$ cat src/rtl/adc_scan_pkg.sv
// Constants shared by the scan sequencer
package adc_scan_pkg;
  // Register indices on the plain register port (word addresses)
  localparam logic [5:0] REG_CTRL = 6'h00;
  localparam logic [5:0] REG_TRIG = 6'h01;
  localparam logic [5:0] REG_GRPSEL = 6'h02;
  // Kept clear of the three group select words at 2, 3 and 4
  localparam logic [5:0] REG_EXTSEL = 6'h09;
  localparam logic [5:0] REG_SHCTRL = 6'h0a;
  localparam logic [5:0] REG_DISC = 6'h05;
  localparam logic [5:0] REG_STATUS = 6'h06;
  localparam logic [5:0] REG_CMPA = 6'h07;
  localparam logic [5:0] REG_CMPB = 6'h08;
  localparam logic [5:0] REG_ORDER0 = 6'h10;
  localparam logic [5:0] REG_SST0 = 6'h20;
  // Table sizes
  localparam int NUM_ORDER = 14;
  localparam int NUM_CHAN = 14;
  localparam int NUM_SST = 17;
  // CTRL fields
  localparam int CTRL_START = 0;
  localparam int CTRL_MODE_LO = 1;
  localparam int CTRL_DBL = 3;
  localparam int CTRL_PRIO = 4;
  localparam int CTRL_RESCAN = 5;
  localparam int CTRL_RESTART = 6;
  localparam int CTRL_THREE = 7;
  localparam int CTRL_IRQEN = 8;
  localparam int CTRL_EVCMP = 9;
  // Scan modes
  localparam logic [1:0] MODE_SINGLE = 2'h0;
  localparam logic [1:0] MODE_GROUP = 2'h1;
  localparam logic [1:0] MODE_CONT = 2'h2;
  // Trigger source codes, one 2-bit field per group
  localparam logic [1:0] TRG_NONE = 2'h0;
  localparam logic [1:0] TRG_MTU = 2'h1;
  localparam logic [1:0] TRG_TMR = 2'h2;
  localparam logic [1:0] TRG_ELC = 2'h3;
  // EXTSEL fields
  localparam int EXT_A = 0;
  localparam int EXT_B = 1;
  localparam int EXT_ACC = 2;
  localparam int TS_A = 3;
  localparam int TS_B = 4;
  localparam int TS_ACC = 5;
  localparam int OC_B = 6;
  localparam int EXT_PIN_EN = 7;
  // Sampling limits in conversion clock cycles
  localparam logic [7:0] SST_MIN = 8'h0c;
  localparam logic [7:0] SST_MAX = 8'hfc;
  localparam logic [7:0] SST_RST = 8'h0c;
  // Disconnection assist period encodings
  localparam logic [3:0] DISC_OFF = 4'h0;
  localparam logic [3:0] DISC_3 = 4'h3;
  localparam logic [3:0] DISC_6 = 4'h6;
  localparam logic [3:0] DISC_9 = 4'h9;
  localparam logic [3:0] DISC_12 = 4'hc;
  localparam logic [3:0] DISC_15 = 4'hf;
  // Conversion length of one channel in conversion clock enables
  localparam logic [7:0] CONV_CYC = 8'h0d;
  // Group indices
  localparam int GA = 0;
  localparam int GB = 1;
  localparam int GC = 2;
  // Extended input slots in the order table (codes beyond analog channels)
  localparam logic [4:0] CH_EXT0 = 5'h0e;
  localparam logic [4:0] CH_EXT1 = 5'h0f;
  localparam logic [4:0] CH_TS = 5'h10;
  localparam logic [4:0] CH_OC = 5'h11;
endpackage : adc_scan_pkg

$ cat src/rtl/adc_scan_sequencer.sv
// Group scan sequencer of a successive-approximation converter unit
//
// The plain strobed port and the placing of the registers are this design's own decisions.
`timescale 1ns/1ns
`default_nettype none
module adc_scan_sequencer (
  input wire logic clk_sys,
  input wire logic sys_rst,
  input wire logic [5:0] reg_addr,
  input wire logic [15:0] reg_wdata,
  input wire logic reg_wr,
  input wire logic reg_rd,
  output logic [15:0] reg_rdata,
  input wire logic conv_clk_en,
  input wire logic mtu_trig,
  input wire logic tmr_trig,
  input wire logic elc_trig,
  input wire logic ext_conv_trigger_n,
  input wire logic conv_done,
  input wire logic [11:0] conv_result,
  output logic conv_start,
  output logic [4:0] conv_chan,
  output logic [7:0] conv_sample_time,
  output logic [3:0] charge_period_sel,
  output logic conv_accum,
  output logic scan_end_irq,
  output logic group_b_end_irq,
  output logic group_c_end_irq,
  output logic window_a_compare_irq,
  output logic window_b_compare_irq,
  output logic elc_event
);
  // Sequencer states, Gray coded along idle-prep-sample-wait
  typedef enum logic [1:0] {
    ST_IDLE = 2'b00,
    ST_PREP = 2'b01,
    ST_SAMP = 2'b11,
    ST_WAIT = 2'b10
  } seq_state_e;

  localparam int NUM_ORDER_L = adc_scan_pkg::NUM_ORDER;
  localparam int NUM_SST_L = adc_scan_pkg::NUM_SST;

  seq_state_e state_q; // Current state
  logic [9:0] ctrl_q; // Mode and option bits
  logic [5:0] trig_q; // Trigger source per group
  logic [13:0] grp_sel_q [3]; // Channel selection per group
  logic [7:0] ext_q; // Extended input selects
  logic [7:0] sh_sample_time; // Dedicated S/H sampling time
  logic [3:0] disc_q; // Assist period code
  logic [11:0] cmpa_q; // Window A threshold
  logic [11:0] cmpb_q; // Window B threshold
  logic [4:0] order_q [NUM_ORDER_L]; // Conversion order slots
  logic [7:0] sst_q [NUM_SST_L]; // Sampling time per input
  logic [2:0] pend_q; // Pending group triggers
  logic [2:0] resume_q; // Preempted groups to resume
  logic [1:0] grp_q; // Active group
  logic [4:0] slot_q; // Order slot pointer
  logic [4:0] resume_slot_q [3]; // Saved pointer per group
  logic dbl_second_q; // Second scan of double trigger
  logic [7:0] cnt_q; // Conversion clock count
  logic ext_d1_q; // Delayed pin level for edge find
  logic start_pulse; // Software start write
  logic [2:0] trig_hit; // New trigger per group
  logic [1:0] top_grp; // Highest pending group
  logic top_valid; // Any pending
  logic preempt; // Higher group must take over
  logic slot_sel; // Current slot selected in group
  logic scan_done; // Last order slot reached
  logic [4:0] cur_ch; // Channel of current slot

  // Legal assist codes only; illegal writes leave the field unchanged
  function automatic logic disc_ok(input logic [3:0] v);
    disc_ok = (v == adc_scan_pkg::DISC_OFF) || (v == adc_scan_pkg::DISC_3) ||
      (v == adc_scan_pkg::DISC_6) || (v == adc_scan_pkg::DISC_9) ||
      (v == adc_scan_pkg::DISC_12) || (v == adc_scan_pkg::DISC_15);
  endfunction

  // Is a channel code part of a group's scan
  function automatic logic in_group(input logic [1:0] g, input logic [4:0] c,
    input logic [13:0] sel, input logic [7:0] ex);
    logic r;
    r = 1'b0;
    if (c < adc_scan_pkg::CH_EXT0)
      r = sel[c[3:0]];
    else if (c == adc_scan_pkg::CH_EXT0 || c == adc_scan_pkg::CH_EXT1)
      r = (g == 2'(adc_scan_pkg::GA)) ? ex[adc_scan_pkg::EXT_A] :
          (g == 2'(adc_scan_pkg::GB)) ? ex[adc_scan_pkg::EXT_B] : 1'b0;
    // sensor in group A or B, reference in group B only
    else if (c == adc_scan_pkg::CH_TS)
      r = (g == 2'(adc_scan_pkg::GB)) ? ex[adc_scan_pkg::TS_B] :
          (g == 2'(adc_scan_pkg::GA)) ? ex[adc_scan_pkg::TS_A] : 1'b0;
    else if (c == adc_scan_pkg::CH_OC)
      r = (g == 2'(adc_scan_pkg::GB)) & ex[adc_scan_pkg::OC_B];
    in_group = r;
  endfunction

  // Register writes: control, selections, timings
  always_ff @(posedge clk_sys or posedge sys_rst)
  begin
    if (sys_rst)
    begin
      ctrl_q <= '0;
      trig_q <= '0;
      ext_q <= '0;
      disc_q <= adc_scan_pkg::DISC_OFF;
      cmpa_q <= '0;
      cmpb_q <= '0;
      sh_sample_time <= adc_scan_pkg::SST_RST;
      for (int i = 0; i < 3; i++)
        grp_sel_q[i] <= '0;
      for (int i = 0; i < NUM_ORDER_L; i++)
        order_q[i] <= 5'(i);
      for (int i = 0; i < NUM_SST_L; i++)
        sst_q[i] <= adc_scan_pkg::SST_RST;
    end
    else if (reg_wr)
    begin
      // Address decode by if chain
      if (reg_addr == adc_scan_pkg::REG_CTRL)
        ctrl_q <= {reg_wdata[9:1], 1'b0};
      else if (reg_addr == adc_scan_pkg::REG_TRIG)
        trig_q <= reg_wdata[5:0];
      else if (reg_addr == adc_scan_pkg::REG_GRPSEL)
        grp_sel_q[adc_scan_pkg::GA] <= reg_wdata[13:0];
      else if (reg_addr == adc_scan_pkg::REG_GRPSEL + 6'h01)
        grp_sel_q[adc_scan_pkg::GB] <= reg_wdata[13:0];
      else if (reg_addr == adc_scan_pkg::REG_GRPSEL + 6'h02)
        grp_sel_q[adc_scan_pkg::GC] <= reg_wdata[13:0];
      else if (reg_addr == adc_scan_pkg::REG_EXTSEL)
        ext_q <= reg_wdata[7:0];
      else if (reg_addr == adc_scan_pkg::REG_SHCTRL)
      begin
        if (reg_wdata[7:0] < adc_scan_pkg::SST_MIN)
          sh_sample_time <= adc_scan_pkg::SST_MIN;
        else if (reg_wdata[7:0] > adc_scan_pkg::SST_MAX)
          sh_sample_time <= adc_scan_pkg::SST_MAX;
        else
          sh_sample_time <= reg_wdata[7:0];
      end
      else if (reg_addr == adc_scan_pkg::REG_DISC)
      begin
        if (disc_ok(reg_wdata[3:0]))
          disc_q <= reg_wdata[3:0];
      end
      else if (reg_addr == adc_scan_pkg::REG_CMPA)
        cmpa_q <= reg_wdata[11:0];
      else if (reg_addr == adc_scan_pkg::REG_CMPB)
        cmpb_q <= reg_wdata[11:0];
      else if (reg_addr >= adc_scan_pkg::REG_ORDER0 &&
               reg_addr < adc_scan_pkg::REG_ORDER0 + 6'(NUM_ORDER_L))
        order_q[4'(reg_addr - adc_scan_pkg::REG_ORDER0)] <= reg_wdata[4:0];
      else if (reg_addr >= adc_scan_pkg::REG_SST0 &&
               reg_addr < adc_scan_pkg::REG_SST0 + 6'(NUM_SST_L))
        sst_q[5'(reg_addr - adc_scan_pkg::REG_SST0)] <= reg_wdata[7:0];
    end
  end

  // Software start is a write of the start bit
  assign start_pulse = reg_wr && reg_addr == adc_scan_pkg::REG_CTRL &&
    reg_wdata[adc_scan_pkg::CTRL_START];

  // Read data one cycle after the strobe; unmapped reads return zero
  always_ff @(posedge clk_sys or posedge sys_rst)
  begin
    if (sys_rst)
      reg_rdata <= '0;
    else if (reg_rd)
    begin
      if (reg_addr == adc_scan_pkg::REG_CTRL)
        reg_rdata <= {6'h00, ctrl_q};
      else if (reg_addr == adc_scan_pkg::REG_TRIG)
        reg_rdata <= {10'h000, trig_q};
      else if (reg_addr == adc_scan_pkg::REG_EXTSEL)
        reg_rdata <= {8'h00, ext_q};
      else if (reg_addr == adc_scan_pkg::REG_SHCTRL)
        reg_rdata <= {8'h00, sh_sample_time};
      else if (reg_addr == adc_scan_pkg::REG_DISC)
        reg_rdata <= {12'h000, disc_q};
      else if (reg_addr == adc_scan_pkg::REG_STATUS)
        reg_rdata <= {1'b0, slot_q, resume_q, pend_q, grp_q, state_q};
      else if (reg_addr >= adc_scan_pkg::REG_SST0 &&
               reg_addr < adc_scan_pkg::REG_SST0 + 6'(NUM_SST_L))
        reg_rdata <= {8'h00, sst_q[5'(reg_addr - adc_scan_pkg::REG_SST0)]};
      else
        reg_rdata <= '0;
    end
    else
      reg_rdata <= '0;
  end

  // Pin edge detector; pin is taken as synchronous
  always_ff @(posedge clk_sys or posedge sys_rst)
  begin
    if (sys_rst)
      ext_d1_q <= 1'b1;
    else
      ext_d1_q <= ext_conv_trigger_n;
  end

  // Trigger selection per group
  always_comb
  begin
    for (int g = 0; g < 3; g++)
    begin
      case (trig_q[2*g +: 2])
        adc_scan_pkg::TRG_MTU: trig_hit[g] = mtu_trig;
        adc_scan_pkg::TRG_TMR: trig_hit[g] = tmr_trig;
        adc_scan_pkg::TRG_ELC: trig_hit[g] = elc_trig;
        default: trig_hit[g] = 1'b0;
      endcase
    end
    // Software start and pin both start group A
    trig_hit[adc_scan_pkg::GA] = trig_hit[adc_scan_pkg::GA] | start_pulse |
      // falling pin edge starts this unit
      (ext_q[adc_scan_pkg::EXT_PIN_EN] & ext_d1_q & ~ext_conv_trigger_n);
    // group C only in three-group mode
    if (!ctrl_q[adc_scan_pkg::CTRL_THREE] ||
        ctrl_q[2:1] != adc_scan_pkg::MODE_GROUP)
      trig_hit[adc_scan_pkg::GC] = 1'b0;
    if (ctrl_q[2:1] != adc_scan_pkg::MODE_GROUP)
      trig_hit[adc_scan_pkg::GB] = 1'b0;
  end

  always_comb
  begin
    top_valid = |pend_q;
    if (pend_q[adc_scan_pkg::GA])
      top_grp = 2'(adc_scan_pkg::GA);
    else if (pend_q[adc_scan_pkg::GB])
      top_grp = 2'(adc_scan_pkg::GB);
    else
      top_grp = 2'(adc_scan_pkg::GC);
  end

  // Channel of current slot and whether it belongs to the active group
  assign cur_ch = order_q[slot_q[3:0]];
  assign slot_sel = in_group(grp_q, cur_ch, grp_sel_q[grp_q], ext_q);
  assign scan_done = slot_q == 5'(NUM_ORDER_L - 1);
  // higher group pending while lower is busy
  assign preempt = ctrl_q[adc_scan_pkg::CTRL_PRIO] && state_q != ST_IDLE &&
    top_valid && top_grp < grp_q;

  // Scan engine: slot walk, preemption, resume and end pulses
  always_ff @(posedge clk_sys or posedge sys_rst)
  begin
    if (sys_rst)
    begin
      state_q <= ST_IDLE;
      pend_q <= '0;
      resume_q <= '0;
      grp_q <= '0;
      slot_q <= '0;
      cnt_q <= '0;
      dbl_second_q <= 1'b0;
      conv_start <= 1'b0;
      scan_end_irq <= 1'b0;
      group_b_end_irq <= 1'b0;
      group_c_end_irq <= 1'b0;
      elc_event <= 1'b0;
      for (int g = 0; g < 3; g++)
        resume_slot_q[g] <= '0;
    end
    else
    begin
      conv_start <= 1'b0;
      scan_end_irq <= 1'b0;
      group_b_end_irq <= 1'b0;
      group_c_end_irq <= 1'b0;
      elc_event <= 1'b0;
      // triggers collect until served; new wins over take
      pend_q <= pend_q | trig_hit;
      case (state_q)
        ST_IDLE:
        begin
          // Pending trigger wins over a resume of the same group
          if (top_valid)
          begin
            grp_q <= top_grp;
            slot_q <= '0;
            pend_q <= (pend_q & ~(3'b001 << top_grp)) | trig_hit;
            state_q <= ST_PREP;
          end
          else if (|resume_q)
          begin
            grp_q <= resume_q[0] ? 2'd0 : (resume_q[1] ? 2'd1 : 2'd2);
            // restart from saved slot or first
            slot_q <= ctrl_q[adc_scan_pkg::CTRL_RESTART] ?
              resume_slot_q[resume_q[0] ? 0 : (resume_q[1] ? 1 : 2)] : 5'h00;
            resume_q <= resume_q & (resume_q - 3'b001);
            state_q <= ST_PREP;
          end
        end
        ST_PREP:
        begin
          if (preempt)
          begin
            // keep preempted group only when rescan set
            if (ctrl_q[adc_scan_pkg::CTRL_RESCAN])
              resume_q[grp_q] <= 1'b1;
            resume_slot_q[grp_q] <= slot_q;
            state_q <= ST_IDLE;
          end
          else if (slot_sel)
          begin
            conv_start <= 1'b1;
            cnt_q <= '0;
            state_q <= ST_SAMP;
          end
          else if (scan_done)
            state_q <= ST_WAIT;
          else
            slot_q <= slot_q + 5'h01;
        end
        ST_SAMP:
        begin
          // Wait for converter result; preemption waits for channel end
          if (conv_clk_en && cnt_q != 8'hff)
            cnt_q <= cnt_q + 8'h01;
          if (conv_done)
          begin
            // window A match drives the event in single mode
            if (ctrl_q[adc_scan_pkg::CTRL_EVCMP] &&
                ctrl_q[2:1] == adc_scan_pkg::MODE_SINGLE &&
                conv_result > cmpa_q)
              elc_event <= 1'b1;
            if (scan_done)
              state_q <= ST_WAIT;
            else
            begin
              slot_q <= slot_q + 5'h01;
              state_q <= ST_PREP;
            end
          end
        end
        ST_WAIT:
        begin
          state_q <= ST_IDLE;
          slot_q <= '0;
          if (ctrl_q[adc_scan_pkg::CTRL_DBL] && grp_q == 2'd0 &&
              !dbl_second_q)
            // first of double scan raises nothing
            dbl_second_q <= 1'b1;
          else
          begin
            dbl_second_q <= 1'b0;
            // group A after a single scan or the second of a double
            if (grp_q == 2'd0)
              scan_end_irq <= ctrl_q[adc_scan_pkg::CTRL_IRQEN];
            else if (grp_q == 2'd1)
              group_b_end_irq <= ctrl_q[adc_scan_pkg::CTRL_IRQEN];
            else
              group_c_end_irq <= ctrl_q[adc_scan_pkg::CTRL_IRQEN];
            // event when nothing else is scheduled
            if (!top_valid && resume_q == 3'b000 &&
                !ctrl_q[adc_scan_pkg::CTRL_EVCMP])
              elc_event <= 1'b1;
          end
          if (ctrl_q[2:1] == adc_scan_pkg::MODE_CONT)
            pend_q[adc_scan_pkg::GA] <= 1'b1;
        end
        default: state_q <= ST_IDLE;
      endcase
    end
  end

  // Window compare on each result; pulses per converted channel
  always_ff @(posedge clk_sys or posedge sys_rst)
  begin
    if (sys_rst)
    begin
      window_a_compare_irq <= 1'b0;
      window_b_compare_irq <= 1'b0;
    end
    else
    begin
      window_a_compare_irq <= conv_done && conv_result > cmpa_q;
      window_b_compare_irq <= conv_done && conv_result > cmpb_q;
    end
  end

  // Drive converter side; sample time picks dedicated or per-input value
  always_ff @(posedge clk_sys or posedge sys_rst)
  begin
    if (sys_rst)
    begin
      conv_chan <= '0;
      conv_sample_time <= adc_scan_pkg::SST_RST;
      conv_accum <= 1'b0;
      charge_period_sel <= adc_scan_pkg::DISC_OFF;
    end
    else
    begin
      conv_chan <= cur_ch;
      charge_period_sel <= disc_q;
      conv_sample_time <= (cur_ch < 5'h03) ? sh_sample_time :
        sst_q[(cur_ch < 5'(NUM_SST_L)) ? cur_ch : 5'h00];
      if (cur_ch == adc_scan_pkg::CH_EXT0 || cur_ch == adc_scan_pkg::CH_EXT1)
        conv_accum <= ext_q[adc_scan_pkg::EXT_ACC];
      else if (cur_ch == adc_scan_pkg::CH_TS)
        conv_accum <= ext_q[adc_scan_pkg::TS_ACC];
      else
        conv_accum <= 1'b0;
    end
  end

  // single scan end handled as group A completion

  // scan end request never lasts two cycles
  chk_irq_one_cycle: assert property (@(posedge clk_sys) disable iff (sys_rst)
    scan_end_irq |=> !scan_end_irq) else $error("scan end held");
  chk_preempt_idle: assert property (@(posedge clk_sys) disable iff (sys_rst)
    (state_q == ST_PREP && preempt) |=> state_q == ST_IDLE)
    else $error("no preempt");
  chk_disc_legal: assert property (@(posedge clk_sys) disable iff (sys_rst)
    disc_ok(disc_q)) else $error("bad assist code");
  chk_sst_range: assert property (@(posedge clk_sys) disable iff (sys_rst)
    sh_sample_time >= adc_scan_pkg::SST_MIN &&
    sh_sample_time <= adc_scan_pkg::SST_MAX)
    else $error("sample time out");
  chk_trig_pend: assert property (@(posedge clk_sys) disable iff (sys_rst)
    (trig_hit[1] && !(state_q == ST_IDLE && top_valid)) |=> pend_q[1])
    else $error("trigger lost");
  // no end request on first double scan
  chk_dbl_first: assert property (@(posedge clk_sys) disable iff (sys_rst)
    (state_q == ST_WAIT && ctrl_q[3] && grp_q == 2'd0 && !dbl_second_q)
    |=> !scan_end_irq) else $error("early double end");
  // group B end only after B scan
  chk_b_end: assert property (@(posedge clk_sys) disable iff (sys_rst)
    group_b_end_irq |-> $past(state_q) == ST_WAIT && $past(grp_q) == 2'd1)
    else $error("b end stray");
  chk_cmp_cause: assert property (@(posedge clk_sys) disable iff (sys_rst)
    window_a_compare_irq |-> $past(conv_done))
    else $error("compare stray");
endmodule : adc_scan_sequencer
`default_nettype wire

$ cat config.mk
export PLATFORM = sky130hd
export DESIGN_NAME = adc_scan_sequencer
export DESIGN_NICKNAME = d
export VERILOG_FILES = /design/src/rtl/adc_scan_pkg.sv /design/src/rtl/adc_scan_sequencer.sv
export SDC_FILE = /design/constraint.sdc
export NUM_CORES = 1
export LEC_CHECK = 0
export ABC_AREA = 1
export BUFFER_PORTS_ARGS = -buffer_cell sky130_fd_sc_hd__buf_2
export CAP_MARGIN = 30
export CORE_MARGIN = 3
export CORE_UTILIZATION = 35
export DETAILED_ROUTE_END_ITERATION = 10
export GPL_TIMING_DRIVEN = 0
export PLACE_DENSITY_LB_ADDON = 0.3
export SLEW_MARGIN = 10
export SYNTH_ARGS = -nofsm -noshare
export SYNTH_HDL_FRONTEND = slang
export SYNTH_SLANG_ARGS = --single-unit
$ cat constraint.sdc
create_clock -name clk_sys -period 22.3 [get_ports clk_sys]
set_clock_uncertainty 0.2 [all_clocks]
set_input_delay 2.23 -clock clk_sys [delete_from_list [all_inputs] [get_ports clk_sys]]
set_output_delay 2.23 -clock clk_sys [all_outputs]
set_load 0.03 [all_outputs]
## After elaboration in Yosys (flattened, before gate mapping)

Cells that the tools add are included.

- Eq/ne operators: 44
- Order comparisons: 24
- Reductions and logical operators: 58
- Shift operators: 1
- Multiply operators: 0
- Bitwise gates (word level): 29
- Mux-type cells: 108
- Div/mod/pow operators: 0
- Add/sub/neg operators: 4

Operators by type and width:

| cell | count |
|---|---|
| $bwmux 136 | 1 |
| $mux 15 | 6 |
| $bmux 8 s5 | 2 |
| $mux 8 | 9 |
| $bwmux 70 | 1 |
| $mux 5 | 14 |
| $demux 8 s5 | 1 |
| $mux 1 | 34 |
| $ge 32x3->1 const B | 1 |
| $mux 2 | 16 |
| $not 2->32 | 1 |
| $bmux 14 s2 | 1 |
| $mux 14 | 2 |
| $eq 6x3->1 const B | 4 |
| $gt 12x12->1 | 2 |
| $bmux 5 s4 | 1 |
| $demux 5 s4 | 1 |
| $pmux 5 s4 | 1 |
| $reduce_and 10->1 | 2 |
| $logic_and 1x1->1 | 19 |
| $eq 2x2->1 const B | 9 |
| $eq 6x4->1 const B | 3 |
| $ge 6x6->1 const B | 3 |
| $mux 16 | 1 |
| 71 further kinds | 133 |

- Logic and storage cells: 331
- Bits in latches: 0
- Bits in writable memories: 0
- Memories: 0
- Bits in read-only memories: 0
- Register bits after elaboration: 380
- Input port bits: 44
- Output and inout port bits: 41

## Depth between registers and ports, before layout

- Depth in word-level cells: 13
- Gate-level depth with buffers: 23
- Gate-level depth less buffers: 20

## Least setup slack after synthesis

Ideal clock, no wire load.

- Kind: input -> register
- Start: in reg_addr[4]
- End: reg cmpb_q[0]
- Cell stages on the path: 13
- Required time: 21.967 ns
- Path buffers: 2
- Setup slack: 18.116 ns
- Setup time: 0.133 ns
- Arrival: 3.851 ns
- Path through: buf_2 > inv_1 > nand2_1 > nor2_2 > inv_2 > nand2_1 > nor3_2 > inv_1 > nor4_2 > nand4_1 > clkbuf_1 > nand2_1 > o21ai_0

- Longest elaborated chain between the ends: 3
- Elaborated cells on any way between the ends: 20
- Those cells by class: 9 x eq/ne; 9 x bitwise; 2 x reduce/logical

RTL lines:

| item | RTL line | RTL |
|---|---|---|
| start: declaration | adc_scan_sequencer.sv:9 | `input wire logic [5:0] reg_addr,` |
| $eq 6x3->1 (tied with other cells) | adc_scan_sequencer.sv:146 | `else if (reg_addr == adc_scan_pkg::REG_CMPA)` |
| $not 1->1 (no line) | n/a |  |
| $reduce_and 11->1 (no line) * | n/a |  |
| end signal: assignment | adc_scan_sequencer.sv:149 | `cmpb_q <= reg_wdata[11:0];` |
| end: declaration | adc_scan_sequencer.sv:52 | `logic [11:0] cmpb_q;` |

Mark *: on every way between the ends. The rest lies on a longest branch, timed or not.
A chain may end at the register's enable or synchronous reset.

## Final worst setup path

- Start: in reg_addr[2]
- End: reg sst_q[128] (netlist name)

- Longest elaborated chain between the ends: 7
- Elaborated cells on any way between the ends: 36
- Those cells by class: 1 x add/sub; 6 x order compare; 9 x eq/ne; 3 x mux; 12 x bitwise; 5 x reduce/logical

RTL lines:

| item | RTL line | RTL |
|---|---|---|
| $sub 5x1->5 | adc_scan_sequencer.sv:155 | `sst_q[5'(reg_addr - adc_scan_pkg::REG_SST0)] <= reg_wdata[7:0];` |
| $not 5->6 (implied by the code) | adc_scan_sequencer.sv:155 |  |
| $ge 6x6->1 (implied by the code) or $lt 6x1->1 (tied branches) | adc_scan_sequencer.sv:155 |  |
| $logic_and 1x1->1 (implied by the code) | adc_scan_sequencer.sv:155 |  |
| $mux 8 (implied by the code) | adc_scan_sequencer.sv:155 |  |
| $demux 8 s5 | adc_scan_sequencer.sv:155 |  |
| $bwmux 136 | adc_scan_sequencer.sv:155 |  |
| end signal: indexed assignment | adc_scan_sequencer.sv:115 | `sst_q[i] <= adc_scan_pkg::SST_RST;` |
| end signal: indexed assignment | adc_scan_sequencer.sv:155 |  |
| end: declaration | adc_scan_sequencer.sv:54 | `logic [7:0] sst_q [NUM_SST_L];` |

Several ways; a longest one is shown, not always the timed one.

==> impl_summary.md <==
Setup path
STA classifies the critical path startpoint as a primary input. The required arrival time at the worst endpoint is 22.51 ns. The startpoint of the worst-slack reg-to-reg timing path is grp_q[0]$_DFFE_PP0P_. The worst register-to-register path has a depth of 14.

The most critical setup path has its endpoint at sst_q[128]$_DFFE_PP0P_. The category of the critical setup timing path is primary input to register. The origin of the worst setup path is reg_addr[2].

The critical-path maximum fanout is 10. STA classifies the critical path endpoint as a register. The end of the worst register-to-register path is state_q[0]$_DFFE_PP0P_. Setup slack on the worst reg-to-reg path comes out at 18.41 ns. STA puts the critical path data arrival time at 5.23 ns.

STA
Setup repair after global routing left no endpoint under its margin. The number of setup violations in the final report is 0. The actual slew at the worst max-slew pin is 1.02 ns. The summed negative setup slack over all endpoints is 0 ns. Static timing analysis puts the maximum clock frequency at 199 MHz.

The hold violation total from the final report came to 0. Headroom to the max-slew limit came out at 0.318. Dividing the final minimum period by the clock period gives 0.225. The worst path meets setup with 17.29 ns of slack. The clock period minus worst slack is 5.01 ns.

The max-slew violation count is 0.

Synth
The share of synthesized area occupied by flip-flops and latches is 0.493. The net count after synthesis is 2561. Yosys attributes the largest share of cell area to sky130_fd_sc_hd__dfrtp_1 (41%), sky130_fd_sc_hd__nand2_1 (14%), sky130_fd_sc_hd__o21ai_0 (10%). The top cell type's share of synthesized area is 0.406. The number of warnings reported in the yosys synthesis log is 0. The unique cell type count in the Yosys netlist is 53. The number of instances in the synthesized netlist is 2490. For this run, the leading register cell type out of synthesis is sky130_fd_sc_hd__dfrtp_1.

Yosys mapped a number of flops with a built-in enable equal to 0. The most instantiated library cell after synthesis is sky130_fd_sc_hd__nand2_1. For this run, asynchronously set or reset flops after synthesis account for 1.00. Counting instances in the post-synthesis netlist gives the leading cell types as sky130_fd_sc_hd__nand2_1 (704), sky130_fd_sc_hd__o21ai_0 (389), sky130_fd_sc_hd__dfrtp_1 (315). Averaged over all synthesized cells, the footprint is ~7.8 um^2. The number of flip-flops and latches in the synthesized netlist is 379.

The synthesized design spends more area on one cell type than any other, namely sky130_fd_sc_hd__dfrtp_1. After synthesis the cells add up to roughly 19000 um^2.

Final layout
The finished layout holds around 3.4k standard cells, fillers aside. Of the cells placed in the final design, the portion with a size suffix greater than 1 is 0.115. The synthesis-to-layout area growth is 14.6%. The finished layout cell area is about 22000 um^2. The number of nets in the finished design is 2689. The number of filler cells placed in the layout is about 5.6k.

Global routing
The first-pass GRT wire length is 108000 um. The total global routing overflow is 0. The number of global-route vias before repair is between 15k and 20k. Entering global routing, the biggest net connects 119 pins. The initial antenna violation count was 5.

The combined global-route utilization of all metal layers is 0.246.

Detailed routing
The first detailed-routing pass ran for 6 iterations. For this run, design rule violations remaining after detail routing come to 0. The wire length reported by the detailed router is 71900 um. The detail route stage leaves a number of antenna-violating nets equal to 0.

After the first detailed-routing iteration, the DRC count stood at 2006. In the routed layout, each cell is associated on average with a via count of between 5 and 6. After detailed routing, the average wire length per cell comes to 21.2 um. Summing over every cut layer, the via total after detailed routing is between 15k and 20k.

Power
Of the total power, the share spent switching nets is 0.432. In this run the power spent charging and discharging nets is around 0.0011 W. The share of total power in combinational logic is 0.408. The design draws 0.00264 W. The internal power of the cells is 0.00150 W. The share of total power dissipated in the clock network is 0.270. The share of power burned in registers is 0.322. The worst-case IR drop observed on VDD is 0.0660 mV.

The leakage power figure is between 10 and 15 nW. The power per unit of standard cell area is 119 nW/um^2.

Clocking
The hold buffer count at CTS is 0. The clock buffer count from CTS is 43. The number of levels the H-tree was split into is 2. Once the clock tree was built, the resizer swapped 0 gates to a different size. Counting along the longest clock path gives a buffer depth of 3.

After clock tree synthesis, the clock-pin slew on the worst setup and hold paths is 0.06 ns. The number of buffers added for setup after CTS is 0. The clock tree root buffer cell is sky130_fd_sc_hd__clkbuf_16.

The TritonCTS clock tree is built. Clock tree synthesis found a total of 379 sinks. Clock latency on the worst-skew pair, taken at its later pin, is 0.58 ns.

Place
OpenSTA, run right after detailed placement, puts the worst setup slack at around 17 ns. The placed cell area is 20800 um^2. Port buffering added 79 buffers. Once detailed placement completed, the half-perimeter wirelength came to 53300 um. Routability-driven placement finished with a final weighted congestion of 1.03. The number of placed instances, taps included, is 3311.

Hold path
The worst hold-check path type is register to register.

Floorplan
The number of standard-cell rows in the floorplan is 85. The initial core utilization is 0.357. The die covers 58300 um^2. The area of the core is ~54000 um^2. The floorplan step set the die width to 241 um. The die boundary height is 241 um. During I/O placement, the number of pins put on the boundary was 85.

Outcome
The run finished with clean final reports.

Flow run
Max-cap violations in this run came to 0.
per-layer routing:
metal	global-route usage	vias to the layer above	part of all wire
met1	0.324	8911	0.42
met5	0	-	0.00029
met3	0.0385	194	0.075
met2	0.401	762	0.46
met4	0.112	4	0.048
li1	-	8466	-
final cells by class:
class | instances | area [um^2] | area share
Sequential cell | 379 | 9560 | 0.430
Multi-Input combinational cell | 1696 | 8150 | 0.367
Clock buffer | 64 | 1240 | 0.0560
Inverter | 285 | 1080 | 0.0485
Tap cell | 739 | 925 | 0.0416
Buffer | 130 | 619 | 0.0279
Timing Repair Buffer | 83 | 493 | 0.0222
Clock inverter | 15 | 156 | 0.00704
Antenna cell | 1 | 2.50 | 0.000113
state kept, by name (all words and copies together), names as in the netlist, 6 cells and up:
signal	count
sst_q	136
order_q	70
grp_sel_q	42
reg_rdata	15
resume_slot_q	15
cmpa_q	12
cmpb_q	12
ctrl_q	9
conv_sample_time	8
ext_q	8
sh_sample_time	8
trig_q	6
critical path, stage by stage:
cell and delay [ns]:
sky130_fd_sc_hd__buf_2 0.14, sky130_fd_sc_hd__nor2_1 0.65, sky130_fd_sc_hd__inv_1 0.16, sky130_fd_sc_hd__nor2_1 0.21, sky130_fd_sc_hd__inv_1 0.10, sky130_fd_sc_hd__a21oi_2 0.37, sky130_fd_sc_hd__nand2_2 0.22, sky130_fd_sc_hd__nor2_1 0.34
sky130_fd_sc_hd__nand3_1 0.36, sky130_fd_sc_hd__buf_2 0.30, sky130_fd_sc_hd__nand2_1 0.06, sky130_fd_sc_hd__o21ai_0 0.07
per-stage QoR:
step / utilization / hold WS (ns)
final: 0.409 / 0.273
after floorplan: - / 0.174
after global routing: 0.409 / 0.293
after CTS: 0.409 / 0.277
after global placement: 0.381 / 0.261
after detailed placement: 0.383 / 0.266
worst min-delay path by stage:
stage / startpoint / to / depth (start not counted)
after floorplan: disc_q[3]$_DFFE_PP0P_ / charge_period_sel[3]$_DFF_PP0_ / 0
after global placement: grp_sel_q[23]$_DFFE_PP0P_ / grp_sel_q[23]$_DFFE_PP0P_ / 2
after detailed placement: disc_q[1]$_DFFE_PP0P_ / charge_period_sel[1]$_DFF_PP0_ / 0
after CTS: sst_q[75]$_DFFE_PP1P_ / sst_q[75]$_DFFE_PP1P_ / 2
after global routing: sst_q[74]$_DFFE_PP1P_ / sst_q[74]$_DFFE_PP1P_ / 2
final: disc_q[0]$_DFFE_PP0P_ / charge_period_sel[0]$_DFF_PP0_ / 0
power groups by stage:
stage | logic, W | registers (W) | clock network (W)
after global placement | 0.00104 | 0.000859 | 0
after floorplan | 0.000656 | 0.000868 | 0
after detailed placement | 0.00105 | 0.000861 | 0
final | 0.00108 | 0.000851 | 0.000713
after CTS | 0.00105 | 0.000850 | 0.000725
after global routing | 0.00117 | 0.000861 | 0.000758
placed cells by master (no fill, tap or decap), drive strengths merged, types with 2 or more instances in the layout:
master / n
clkinv: 17
o21ai: 427
dfrtp: 315
o21bai: 3
buf: 148
bufinv: 2
nor4: 3
dfstp: 64
a31oi: 6
o2111ai: 5
clkbuf: 129
nor2: 104
ha: 27
o31ai: 4
nand2: 709
a21oi: 86
o221ai: 5
a2111oi: 2
a221oi: 5
nor3: 14
nand4: 15
nand3: 160
a211oi: 27
inv: 280
nand3b: 24
a22o: 3
o22ai: 31
a22oi: 10
o211ai: 15
kinds of logic (layout without fill, tap and decap cells):
kind of cell,count (synthesis),in the layout,synth area share
AND/OR/NAND/NOR,1030,1030,0.221
AO/OA/AOI/OAI,636,636,0.180
buffers and inverters,415,577,0.0871
flip-flops,379,379,0.493
adder cells (fa/ha/maj),27,27,0.0174
XOR/XNOR,2,2,0.000903
other,1,2,0.000193
Power figures use the tool's default switching activity.
